--- src/rtl/bfs_pkg.sv ---
package bfs_pkg;
   // register byte offsets
   localparam logic [11:0] OFF_CTRL = 12'h000;
   localparam logic [11:0] OFF_STAT = 12'h004;
   localparam logic [11:0] OFF_IRQ_STAT = 12'h008;
   localparam logic [11:0] OFF_IRQ_MASK = 12'h00C;
   // control fields
   localparam int CTRL_ENABLE_BIT = 0;
   localparam int CTRL_SS_DONE_BIT = 1;
   localparam int CTRL_PHASE_ADD_BIT = 2;
   localparam logic [31:0] CTRL_RESET = 32'h0000_0000;
   localparam logic [7:0] IRQ_MASK_RESET = 8'h00;
   // event bit positions, shared by status, sticky and mask
   localparam int EV_INPUT_OV = 0;
   localparam int EV_OUTPUT_OV = 1;
   localparam int EV_UNDERVOLT = 2;
   localparam int EV_FB_OV = 3;
   localparam int EV_CHAN_OC = 4;
   localparam int EV_TOTAL_OC = 5;
   localparam int EV_OVERTEMP = 6;
   localparam int EV_LATCHED = 7;
   localparam int EV_WIDTH = 8;
   // timing
   localparam int CLK_MHZ = 250;
   localparam int TOTAL_OC_US = 100;
   localparam int BLANK_US = 200;
   localparam int TOTAL_OC_CYCLES = TOTAL_OC_US * CLK_MHZ;
   localparam int BLANK_CYCLES = BLANK_US * CLK_MHZ;
   localparam int CNT_W = 16;
   localparam int CHANNELS = 4;
   localparam int SYNC_STAGES = 2;
endpackage : bfs_pkg

--- src/rtl/bfs_sync.sv ---
`timescale 1ns/1ps
// two-flop synchroniser for a bus of comparator levels
module bfs_sync #(
   parameter int WIDTH = 8
) (
   input wire logic clk,
   input wire logic rst_n,
   input wire logic [WIDTH-1:0] asyncIn,
   output logic [WIDTH-1:0] syncOut
);
   logic [WIDTH-1:0] meta_ff;
   always_ff @(posedge clk or negedge rst_n) begin
      if (!rst_n) begin
         meta_ff <= '0;
         syncOut <= '0;
      end else begin
         meta_ff <= asyncIn;
         syncOut <= meta_ff;
      end
   end
endmodule : bfs_sync

--- src/rtl/bfs_supervisor.sv ---
// Added by the designer: the register addresses and the APB slave port.
`timescale 1ns/1ps
module bfs_supervisor #(
   parameter int TOTAL_OC_CYCLES = bfs_pkg::TOTAL_OC_CYCLES,
   parameter int BLANK_CYCLES = bfs_pkg::BLANK_CYCLES,
   parameter int CHANNELS = bfs_pkg::CHANNELS
) (
   input wire logic clk,
   input wire logic rst_n,
   // comparator outputs; each hysteresis band lives in the analog comparator
   input wire logic inputSenseHigh,
   input wire logic outputSenseHigh,
   input wire logic feedbackUnder,
   input wire logic feedbackOver,
   input wire logic [CHANNELS-1:0] channelCurrentAmpTrip,
   input wire logic totalCurrentMonitorHigh,
   input wire logic softStartClamped,
   input wire logic overTemp,
   // apb slave
   input wire logic psel,
   input wire logic penable,
   input wire logic pwrite,
   input wire logic [11:0] paddr,
   input wire logic [31:0] pwdata,
   output logic [31:0] prdata,
   output logic pready,
   output logic pslverr,
   // open-drain flags: output enable high pulls the pin low
   output logic powerGoodOut,
   output logic powerGoodOe,
   output logic inputOvervoltageFlagOe,
   output logic outputOvervoltageFlagOe,
   output logic converterRun,
   output logic channelPeakLimit,
   output logic irq
);
   localparam int NSYNC = CHANNELS + 8;
   localparam logic [bfs_pkg::CNT_W-1:0] TOC_LAST =
      bfs_pkg::CNT_W'(TOTAL_OC_CYCLES - 1);
   localparam logic [bfs_pkg::CNT_W-1:0] BLK_LAST =
      bfs_pkg::CNT_W'(BLANK_CYCLES - 1);

   typedef enum logic [3:0] {
      BFS_OFF = 4'h1,
      BFS_SOFT = 4'h2,
      BFS_RUN = 4'h4,
      BFS_LATCH = 4'h8
   } bfs_state_t;

   logic [NSYNC-1:0] syncIn;
   logic [NSYNC-1:0] syncLvl;
   logic inOv, outOv, fbUnder, fbOver, totHigh, ssClamp, hot;
   logic [CHANNELS-1:0] chTrip;

   // every threshold crossing enters through the synchroniser
   assign syncIn = {channelCurrentAmpTrip, overTemp, softStartClamped,
                    totalCurrentMonitorHigh, feedbackOver, feedbackUnder,
                    outputSenseHigh, inputSenseHigh, 1'b0};

   bfs_sync #(.WIDTH(NSYNC)) u_sync (
      .clk(clk),
      .rst_n(rst_n),
      .asyncIn(syncIn),
      .syncOut(syncLvl)
   );

   assign inOv = syncLvl[1];
   assign outOv = syncLvl[2];
   assign fbUnder = syncLvl[3];
   assign fbOver = syncLvl[4];
   assign totHigh = syncLvl[5];
   assign ssClamp = syncLvl[6];
   assign hot = syncLvl[7];
   assign chTrip = syncLvl[NSYNC-1:8];

   logic [31:0] ctrl_ff;
   logic [bfs_pkg::EV_WIDTH-1:0] irqStat_ff;
   logic [bfs_pkg::EV_WIDTH-1:0] irqMask_ff;
   bfs_state_t state_ff, nxt_state;
   logic [bfs_pkg::CNT_W-1:0] totCnt_ff;
   logic [bfs_pkg::CNT_W-1:0] blankCnt_ff;
   logic blanking_ff;
   logic phaseAddDly_ff;
   logic totTrip_ff;
   logic enable, ssDone, phaseAdd;

   assign enable = ctrl_ff[bfs_pkg::CTRL_ENABLE_BIT];
   assign ssDone = ctrl_ff[bfs_pkg::CTRL_SS_DONE_BIT];
   assign phaseAdd = ctrl_ff[bfs_pkg::CTRL_PHASE_ADD_BIT];

   function automatic logic isAccess(input logic [11:0] off);
      isAccess = psel && penable && paddr == off;
   endfunction : isAccess

   logic wrEn;
   assign wrEn = psel && penable && pwrite;

   // control register
   always_ff @(posedge clk or negedge rst_n) begin
      if (!rst_n) begin
         ctrl_ff <= bfs_pkg::CTRL_RESET;
      end else if (wrEn && isAccess(bfs_pkg::OFF_CTRL)) begin
         ctrl_ff <= {29'h0000_0000, pwdata[2:0]};
      end
   end

   always_ff @(posedge clk or negedge rst_n) begin
      if (!rst_n) begin
         irqMask_ff <= bfs_pkg::IRQ_MASK_RESET;
      end else if (wrEn && isAccess(bfs_pkg::OFF_IRQ_MASK)) begin
         irqMask_ff <= pwdata[bfs_pkg::EV_WIDTH-1:0];
      end
   end

   // blanking window restarts on each new phase-adding request
   always_ff @(posedge clk or negedge rst_n) begin
      if (!rst_n) begin
         phaseAddDly_ff <= 1'b0;
         blanking_ff <= 1'b0;
         blankCnt_ff <= '0;
      end else begin
         phaseAddDly_ff <= phaseAdd;
         if (!phaseAdd) begin
            blanking_ff <= 1'b0;
            blankCnt_ff <= '0;
         end else if (!phaseAddDly_ff) begin
            blanking_ff <= 1'b1;
            blankCnt_ff <= '0;
         end else if (blanking_ff) begin
            if (blankCnt_ff == BLK_LAST) begin
               blanking_ff <= 1'b0;
            end else begin
               blankCnt_ff <= blankCnt_ff + 1'b1;
            end
         end
      end
   end

   // total current must stay high for the full window, no gaps allowed
   always_ff @(posedge clk or negedge rst_n) begin
      if (!rst_n) begin
         totCnt_ff <= '0;
         totTrip_ff <= 1'b0;
      end else if (!totHigh || !ssClamp || state_ff != BFS_RUN) begin
         totCnt_ff <= '0;
         totTrip_ff <= 1'b0;
      end else if (totCnt_ff == TOC_LAST) begin
         totTrip_ff <= 1'b1;
      end else begin
         totCnt_ff <= totCnt_ff + 1'b1;
      end
   end

   logic chanOcFault, shutdownReq;
   // soft-start keeps running at peak limit rather than latching
   assign chanOcFault = (|chTrip) && !blanking_ff && state_ff == BFS_RUN;
   assign shutdownReq = chanOcFault || totTrip_ff || outOv;

   always_comb begin
      nxt_state = state_ff;
      case (state_ff)
         BFS_OFF: begin
            if (enable && !hot && !outOv) begin
               nxt_state = BFS_SOFT;
            end
         end
         BFS_SOFT: begin
            if (!enable || hot) begin
               nxt_state = BFS_OFF;
            end else if (outOv) begin
               nxt_state = BFS_LATCH;
            end else if (ssDone && ssClamp) begin
               nxt_state = BFS_RUN;
            end
         end
         BFS_RUN: begin
            if (!enable || hot) begin
               nxt_state = BFS_OFF;
            end else if (shutdownReq) begin
               nxt_state = BFS_LATCH;
            end
         end
         BFS_LATCH: begin
            // only clearing enable leaves the latch
            if (!enable) begin
               nxt_state = BFS_OFF;
            end
         end
         default: nxt_state = BFS_OFF;
      endcase
   end

   always_ff @(posedge clk or negedge rst_n) begin
      if (!rst_n) begin
         state_ff <= BFS_OFF;
      end else begin
         state_ff <= nxt_state;
      end
   end

   logic pgFault, pgGood;
   // feedback overvoltage only counts after soft-start
   assign pgFault = fbUnder || (fbOver && state_ff == BFS_RUN) ||
                    chanOcFault || totTrip_ff || hot;
   assign pgGood = state_ff == BFS_RUN && !pgFault;

   logic [bfs_pkg::EV_WIDTH-1:0] evLvl;
   always_comb begin
      evLvl = '0;
      evLvl[bfs_pkg::EV_INPUT_OV] = inOv;
      evLvl[bfs_pkg::EV_OUTPUT_OV] = outOv;
      evLvl[bfs_pkg::EV_UNDERVOLT] = fbUnder;
      evLvl[bfs_pkg::EV_FB_OV] = fbOver && state_ff == BFS_RUN;
      evLvl[bfs_pkg::EV_CHAN_OC] = chanOcFault;
      evLvl[bfs_pkg::EV_TOTAL_OC] = totTrip_ff;
      evLvl[bfs_pkg::EV_OVERTEMP] = hot;
      evLvl[bfs_pkg::EV_LATCHED] = state_ff == BFS_LATCH;
   end

   // set wins over the write-one clear
   always_ff @(posedge clk or negedge rst_n) begin
      if (!rst_n) begin
         irqStat_ff <= '0;
      end else if (wrEn && isAccess(bfs_pkg::OFF_IRQ_STAT)) begin
         irqStat_ff <= (irqStat_ff & ~pwdata[bfs_pkg::EV_WIDTH-1:0]) | evLvl;
      end else begin
         irqStat_ff <= irqStat_ff | evLvl;
      end
   end

   // power good pin pulled low out of reset
   always_ff @(posedge clk or negedge rst_n) begin
      if (!rst_n) begin
         powerGoodOut <= 1'b0;
      end else begin
         powerGoodOut <= pgGood;
      end
   end

   always_ff @(posedge clk or negedge rst_n) begin
      if (!rst_n) begin
         powerGoodOe <= 1'b1;
      end else begin
         powerGoodOe <= !pgGood;
      end
   end

   always_ff @(posedge clk or negedge rst_n) begin
      if (!rst_n) begin
         inputOvervoltageFlagOe <= 1'b0;
      end else begin
         inputOvervoltageFlagOe <= inOv;
      end
   end

   always_ff @(posedge clk or negedge rst_n) begin
      if (!rst_n) begin
         outputOvervoltageFlagOe <= 1'b0;
      end else begin
         outputOvervoltageFlagOe <= outOv;
      end
   end

   // taken from the next state so a stop costs no extra cycle
   always_ff @(posedge clk or negedge rst_n) begin
      if (!rst_n) begin
         converterRun <= 1'b0;
      end else begin
         // feedback overvoltage leaves switching alone
         converterRun <= nxt_state == BFS_SOFT || nxt_state == BFS_RUN;
      end
   end

   always_ff @(posedge clk or negedge rst_n) begin
      if (!rst_n) begin
         channelPeakLimit <= 1'b0;
      end else begin
         channelPeakLimit <= state_ff == BFS_SOFT;
      end
   end

   always_ff @(posedge clk or negedge rst_n) begin
      if (!rst_n) begin
         irq <= 1'b0;
      end else begin
         irq <= |(irqStat_ff & irqMask_ff);
      end
   end

   // apb read path: one wait-free access, unmapped reads zero with error
   logic mapped;
   assign mapped = paddr == bfs_pkg::OFF_CTRL || paddr == bfs_pkg::OFF_STAT ||
                   paddr == bfs_pkg::OFF_IRQ_STAT ||
                   paddr == bfs_pkg::OFF_IRQ_MASK;

   // ready answers the setup cycle, so every access has no wait state
   always_ff @(posedge clk or negedge rst_n) begin
      if (!rst_n) begin
         pready <= 1'b0;
      end else begin
         pready <= psel && !penable;
      end
   end

   always_ff @(posedge clk or negedge rst_n) begin
      if (!rst_n) begin
         pslverr <= 1'b0;
      end else begin
         pslverr <= psel && !penable && !mapped;
      end
   end

   always_ff @(posedge clk or negedge rst_n) begin
      if (!rst_n) begin
         prdata <= 32'h0000_0000;
      end else begin
         prdata <= 32'h0000_0000;
         if (psel && !penable && !pwrite) begin
            case (paddr)
               bfs_pkg::OFF_CTRL: prdata <= ctrl_ff;
               bfs_pkg::OFF_STAT: prdata <= {20'h00000, state_ff, evLvl};
               bfs_pkg::OFF_IRQ_STAT: prdata <= {24'h000000, irqStat_ff};
               bfs_pkg::OFF_IRQ_MASK: prdata <= {24'h000000, irqMask_ff};
               default: prdata <= 32'h0000_0000;
            endcase
         end
      end
   end
endmodule : bfs_supervisor

--- config.mk ---
export PLATFORM = sky130hd
export DESIGN_NAME = bfs_supervisor
export DESIGN_NICKNAME = d
export VERILOG_FILES = /design/src/rtl/bfs_pkg.sv /design/src/rtl/bfs_sync.sv /design/src/rtl/bfs_supervisor.sv
export SDC_FILE = /design/constraint.sdc
export NUM_CORES = 1
export LEC_CHECK = 0
export ABC_AREA = 1
export ABC_CLOCK_PERIOD_IN_PS = 1500
export BUFFER_PORTS_ARGS = -buffer_cell sky130_fd_sc_hd__buf_2
export CAP_MARGIN = 20
export CORE_MARGIN = 2
export CORE_UTILIZATION = 43
export DETAILED_ROUTE_END_ITERATION = 12
export GPL_TIMING_DRIVEN = 0
export HOLD_SLACK_MARGIN = 0.1
export PLACE_DENSITY = 0.65
export SLEW_MARGIN = 20
export SYNTH_ARGS = -nofsm -noshare
export SYNTH_HDL_FRONTEND = slang
export SYNTH_SLANG_ARGS = --single-unit
--- constraint.sdc ---
create_clock -name clk -period 1.5 [get_ports clk]
set_clock_uncertainty 0.15 [all_clocks]
set_input_delay 0.075 -clock clk [delete_from_list [all_inputs] [get_ports clk]]
set_output_delay 0.075 -clock clk [all_outputs]
set_load 0.05 [all_outputs]
==> Yosys cells after proc, flatten, opt, wreduce, memory -nomap -nowiden <==
Cells that the tools add are included.
{ "word_totals": {"reg_bits": 121, "inputBits": 60, "output_inout_bits": 41, "elab_cells": 113} }
{ "classes": {"addsub": 2, "n_eq_ne": 15, "n_mux": 23, "n_bitwise": 5, "n_reduce_logical": 47} }
{ "ops": {"columns": ["op", "n"], "rows": [
  ["16-bit 2-to-1 mux", 6],
  ["12-bit one-hot mux with 4 select lines", 1],
  ["16-bit by 1-bit adder with 16-bit output (second input constant)", 2],
  ["4-bit 2-to-1 mux", 7],
  ["12-bit by 4-bit == test with 1-bit output (second input constant)", 2],
  ["1-bit logical AND", 18],
  ["8-bit bitwise AND", 2],
  ["16-bit by 15-bit == test with 1-bit output (second input constant)", 1],
  ["16-bit == test (second input constant)", 1],
  ["8-bit OR", 2],
  ["4-bit one-hot mux with 4 select lines", 1],
  ["1-bit logical OR", 13],
  ["12-bit by 3-bit == test with 1-bit output (second input constant)", 1],
  ["12-bit zero test", 1],
  ["12-bit 2-to-1 mux", 1],
  ["1-bit zero test", 11],
  ["4-bit by 2-bit == test with 1-bit output (second input constant)", 2],
  ["4-bit by 3-bit == test with 1-bit output (second input constant)", 2],
  ["8-bit 2-to-1 mux", 1],
  ["8-bit NOT", 1],
  ["8-bit OR reduction", 1],
  ["1-bit 2-to-1 mux", 6],
  ["3-bit != test (second input constant)", 2],
  ["4-bit by 1-bit == test with 1-bit output (second input constant)", 1],
  ["6 further kinds", 6]
]} }

==> Longest topological paths before layout <==
{ "depth": {"ltp_word": 10, "ltp_mapped": 10, "mapped_depth_nobuf": 9} }

==> Modules after synthesis <==
A second synthesis with hierarchy kept.
{ "unflattened": {"hier_cells": 581, "hier_area_um2": 4887.2} }
{ "by_module_without_submodules": {"columns": ["module", "instances", "cells_each", "area_each_um2", "seq_area_each_um2"], "rows": [
  ["bfs_supervisor", 1, 557, 4286.6, 1979.4],
  ["bfs_sync", 1, 24, 600.6, 600.6]
]} }

==> Worst setup path after synthesis <==
Ideal clock, no wire load.
{ "synth_path": {"kind": "reg-to-reg", "from": "reg blankCnt_ff[0] in the netlist's numbering", "to": "reg blankCnt_ff[1] in the netlist's numbering", "setup_ns": 0.083, "arrival_time_ns": 1.418, "required_time_ns": 1.267, "path_slack_ns": -0.151, "path_stages_with_launch": 8, "n_path_buf": 1, "period_less_slack_ns": 1.651, "cell_sequence": "dfrtp_1 ha_1 nand3_1 nor2_1 nand2_1 nand4_1 buf_2 o21ai_0"} }
{ "synth_via": {"elab_chain_len": 5, "elab_cells_between_ends": 8, "classes_between": "add/sub: 1; eq/ne: 2; mux: 4; reduce/logical: 1"} }
{ "synth_lines": {"columns": ["item", "line_no", "text"], "rows": [
  ["start, declared", "bfs_supervisor.sv:81", "logic [bfs_pkg::CNT_W-1:0] blankCnt_ff;"],
  ["start signal, assigned", "bfs_supervisor.sv:133", "blankCnt_ff <= blankCnt_ff + 1'b1;"],
  ["16-bit by 1-bit adder with 16-bit output", "bfs_supervisor.sv:133", null],
  ["16-bit 2-to-1 mux", "bfs_supervisor.sv:130", "if (blankCnt_ff == BLK_LAST) begin"],
  ["16-bit 2-to-1 mux", "bfs_supervisor.sv:129", "end else if (blanking_ff) begin"],
  ["16-bit 2-to-1 mux", "bfs_supervisor.sv:126", "end else if (!phaseAddDly_ff) begin"],
  ["16-bit 2-to-1 mux", "bfs_supervisor.sv:123", "if (!phaseAdd) begin"]
]} }
Several ways; a longest one is shown, not always the timed one. The select of a mux whose other input is x is not followed.
A chain may end at the register's enable or synchronous reset.

==> Worst setup path in the final report <==
{ "layout_path": {"from": "reg blankCnt_ff[0] in the netlist's numbering", "to": "reg blankCnt_ff[10] in the netlist's numbering"} }
Same word-level chain as after synthesis.

==> flow_metrics.py <==
metrics = {
    "run_status": {
        "status": "complete, but fails checks",
        "failed_checks": "setup timing",
    },
    "drt": {
        "drc": 0,
        "vias": 4279,
        "dr.pass1.iters": 5,
        "wire_per_inst_um": 13.39,
        "drt-total-wl_mm": 11.77,
        "drtIter0Drc": 203,
        "routed_via_density": 4.868,
        "drtAntennaViolNets": 0,
    },
    "cts": {
        "cts_buffer_depth": 2,
        "clkSlewWorstSetupHoldPaths_ns": 0.07,
        "cts_root_buffer": "clkbuf_16",
        "clk_latency_ns": 0.35,
        "cts_inserted_buffers": 9,
        "cts_htree_levels": 3,
        "cts_sinks": 101,
        "cts_tree": "built",
    },
    "placed_design": {
        "placed_area_um2": 5441,
        "hpwl_mm": 7.957,
        "numPortBuffers": 56,
        "globalplace.congestion": 0.8899,
    },
    "sta": {
        "hold_viol": 0,
        "finalSetupViolCount": 19,
        "min_period_over_period_pct": 106.8,
        "drv_slew": 0,
        "rsz0062_at_grt": "true",
        "setup_ws_ns": -0.1016,
        "max_freq_mhz": 624.4,
        "min_period_ns": 1.602,
        "whs_ns": 0.06889,
    },
    "power": {
        "pwr-share-seq_pct": 48.0,
        "p_per_area_nw_per_um2": 967.5,
        "peakVddDrop_mv": 0.6782,
        "p_sw_uw": 1919,
        "p_comb_share_pct": 19.4,
        "p_leak_uw": 0.003169,
        "p_int_uw": 4569,
        "pwr-share-clk_pct": 32.7,
        "switching_share_pct": 29.58,
    },
    "logic_synthesis": {
        "yosysSeqAreaShare_pct": 52.03,
        "synthTopCellsByCount": "135 x nand2_1, 99 x dfrtp_1, 84 x nor2_1",
        "syn_inst": 591,
        "synth_top_area_share_pct": 50.95,
        "synth.most_common_cell": "nand2_1",
        "yosysTopAreaCell": "dfrtp_1",
        "synth_edf_count": 0,
        "ys_warn_count": 0,
        "synth_cell_types": 31,
        "synthFlopType": "dfrtp_1",
        "async_flop_share_pct": 100.0,
        "synth-seq-cells": 101,
        "syn_area_um2": 4862,
        "avgSynthCellArea_um2": 8.227,
        "synth_area_leaders": "dfrtp_1 51%, nand2_1 10%, nor2_1 6.5%",
    },
    "setup_path": {
        "end_kind": "register",
        "worstPathRequired_ns": 1.61,
        "startpoint_type": "register",
        "r2r-start": "blankCnt_ff[0]",
        "r2r_slack_ns": -0.10,
        "path_buf_inv": 1,
        "rr_worst_depth": 8,
        "r2r-end": "blankCnt_ff[10]",
        "cp.arrival_ns": 1.72,
        "crit_chain": "ha_4 > nand3_4 > nor2_4 > nand2_2 > o21ai_4 > buf_6 > nand2_1 > o21ai_1",
        "critPathMaxStageDelay_ns": 0.40,
        "cp_max_fo": 5,
        "path_delay_family": "flip-flops",
        "critical_path_class": "reg2reg",
        "slowest_stage": "dfrtp_1",
    },
    "die": {
        "die_x_um": 110.3,
        "num_rows": 38,
        "die_h_um": 110.3,
        "start_util_pct": 44.46,
        "ios": 101,
        "fp.dieArea_um2": 12170,
        "core-area_um2": 10940,
    },
    "grt": {
        "grt_overflow": 0,
        "grt_pass1_vias": 4036,
        "grt_max_degree": 56,
        "track_usage_pct": 20.34,
        "antenna_found_initial": 0,
        "grt_pass1_wl_mm": 19.08,
    },
    "finish": {
        "antenna_cells": 0,
        "syn_to_final_growth_pct": 37.93,
        "nets": 796,
        "seqCellArea_um2": 2546,
        "multi_input_area_um2": 2397,
        "drive_gt1_share_pct": 33.29,
        "finish.instance_area_um2": 6706,
        "fill_cells": 975,
    },
    "hold_path": {
        "hold_class": "in2async",
    },
    "job": {
        "max-cap-violations": 0,
    },
}
-- placed cells by master, fill, tap and decap left out, types with 15 or more instances in the layout --
master,Yosys,layout
inv_1,68,57
dfrtp_1,99,86
nand3_1,48,32
nand2_2,0,15
nand4_1,17,17
buf_4,21,43
nor2_1,84,64
dlygate4sd3_1,0,27
conb_1,1,20
o21ai_0,36,21
nor3_1,25,16
buf_2,5,57
nor2_4,4,17
nand2_1,135,116
-- worst register-to-register path, cell delays in order, from the launching register on --
cell	delay [ns]
dfrtp_1	0.40
ha_4	0.17
nand3_4	0.12
nor2_4	0.14
nand2_2	0.07
o21ai_4	0.21
buf_6	0.16
nand2_1	0.05
o21ai_1	0.06
-- power by group through the flow --
stage,sequential (µW),clock (µW),combinational (µW)
2_1_floorplan,3150,0,583
3_3_place_gp,3130,0,826
3_5_place_dp,3140,0,859
4_1_cts,3090,2160,1140
5_1_grt,3130,2280,1380
6_report,3110,2120,1260
-- per-stage QoR --
stage / setup slack, ns / cells / total power, µW / utilization, % / setup TNS [ns]
3_3_place_gp: -0.8113 / 806 / 3960 / 49.45 / -87.90
6_report: -0.1016 / 879 / 6488 / 61.33 / -1.471
4_1_cts: -0.09271 / 866 / 6398 / 57.52 / -1.711
2_1_floorplan: -0.07425 / 610 / 3728 / - / -0.8259
5_1_grt: -0.2051 / 879 / 6793 / 61.33 / -3.538
3_5_place_dp: -0.3660 / 807 / 3999 / 49.76 / -7.896
-- registers in the layout, indices dropped and copies added, names as in the netlist --
name and count:
u_sync.meta_ff 11, state_ff 4, pslverr 1, totCnt_ff 16, totTrip_ff 1, prdata 12, u_sync.syncOut 11, irq 1
powerGoodOut 1, inputOvervoltageFlagOe 1, pready 1, irqStat_ff 8, converterRun 1, irqMask_ff 8, channelPeakLimit 1, blankCnt_ff 16
ctrl_ff 3, powerGoodOe 1, blanking_ff 1, phaseAddDly_ff 1, outputOvervoltageFlagOe 1
-- routing by layer --
layer	wire length, µm	track usage, %	vias up
met1	5393	27.86	2007
li1	-	-	2145
met3	609	4.174	15
met2	5596	32.38	112
met4	172	6.786	0
met5	0	0	-
-- worst max-delay path by stage --
| stage | start | end | slack, ns | cells past startpoint |
|---|---|---|---|---|
| after detailed placement | blankCnt_ff[0] | blankCnt_ff[8] | -0.37 | 8 |
| after global routing | blankCnt_ff[0] | blankCnt_ff[15] | -0.21 | 9 |
| final | blankCnt_ff[0] | blankCnt_ff[10] | -0.10 | 8 |
| after global placement | rst_n | u_sync.meta_ff[2] | -0.81 | 1 |
| after floorplan | blankCnt_ff[0] | blankCnt_ff[8] | -0.07 | 8 |
| after CTS | blankCnt_ff[1] | blankCnt_ff[6] | -0.09 | 8 |
-- kinds of logic (layout without fill, tap and decap cells) --
| kind of cell | Yosys count | after routing | share of synthesized area [%] |
|---|---|---|---|
| compound gates | 56 | 56 | 6.691 |
| simple gates | 321 | 321 | 28.80 |
| other cells | 1 | 20 | 0.07713 |
| buf+inv | 97 | 226 | 9.547 |
| flops | 101 | 101 | 52.03 |
| fa+ha+maj | 2 | 2 | 0.5146 |
| xor+xnor | 13 | 13 | 2.342 |
-- repair_timing --
item / in CTS / in global routing
resized for setup: 56 / 98
setup buffers: 15 / 13
setup endpoints to repair: 37 / 52
hold buffers: 26 / 1
cloned: 2 / 0
pin swaps: 7 / 29
hold endpoints to repair: 144 / 4
-- layout make-up --
class | count | share of cell area (%)
Timing Repair Buffer | 113 | 12.43
Tap cell | 140 | 2.612
Buffer | 28 | 3.340
Clock inverter | 3 | 0.3545
Clock buffer | 13 | 3.582
Inverter | 69 | 3.974
Multi-Input combinational cell | 412 | 35.75
Sequential cell | 101 | 37.97
Power figures use the tool's default switching activity.
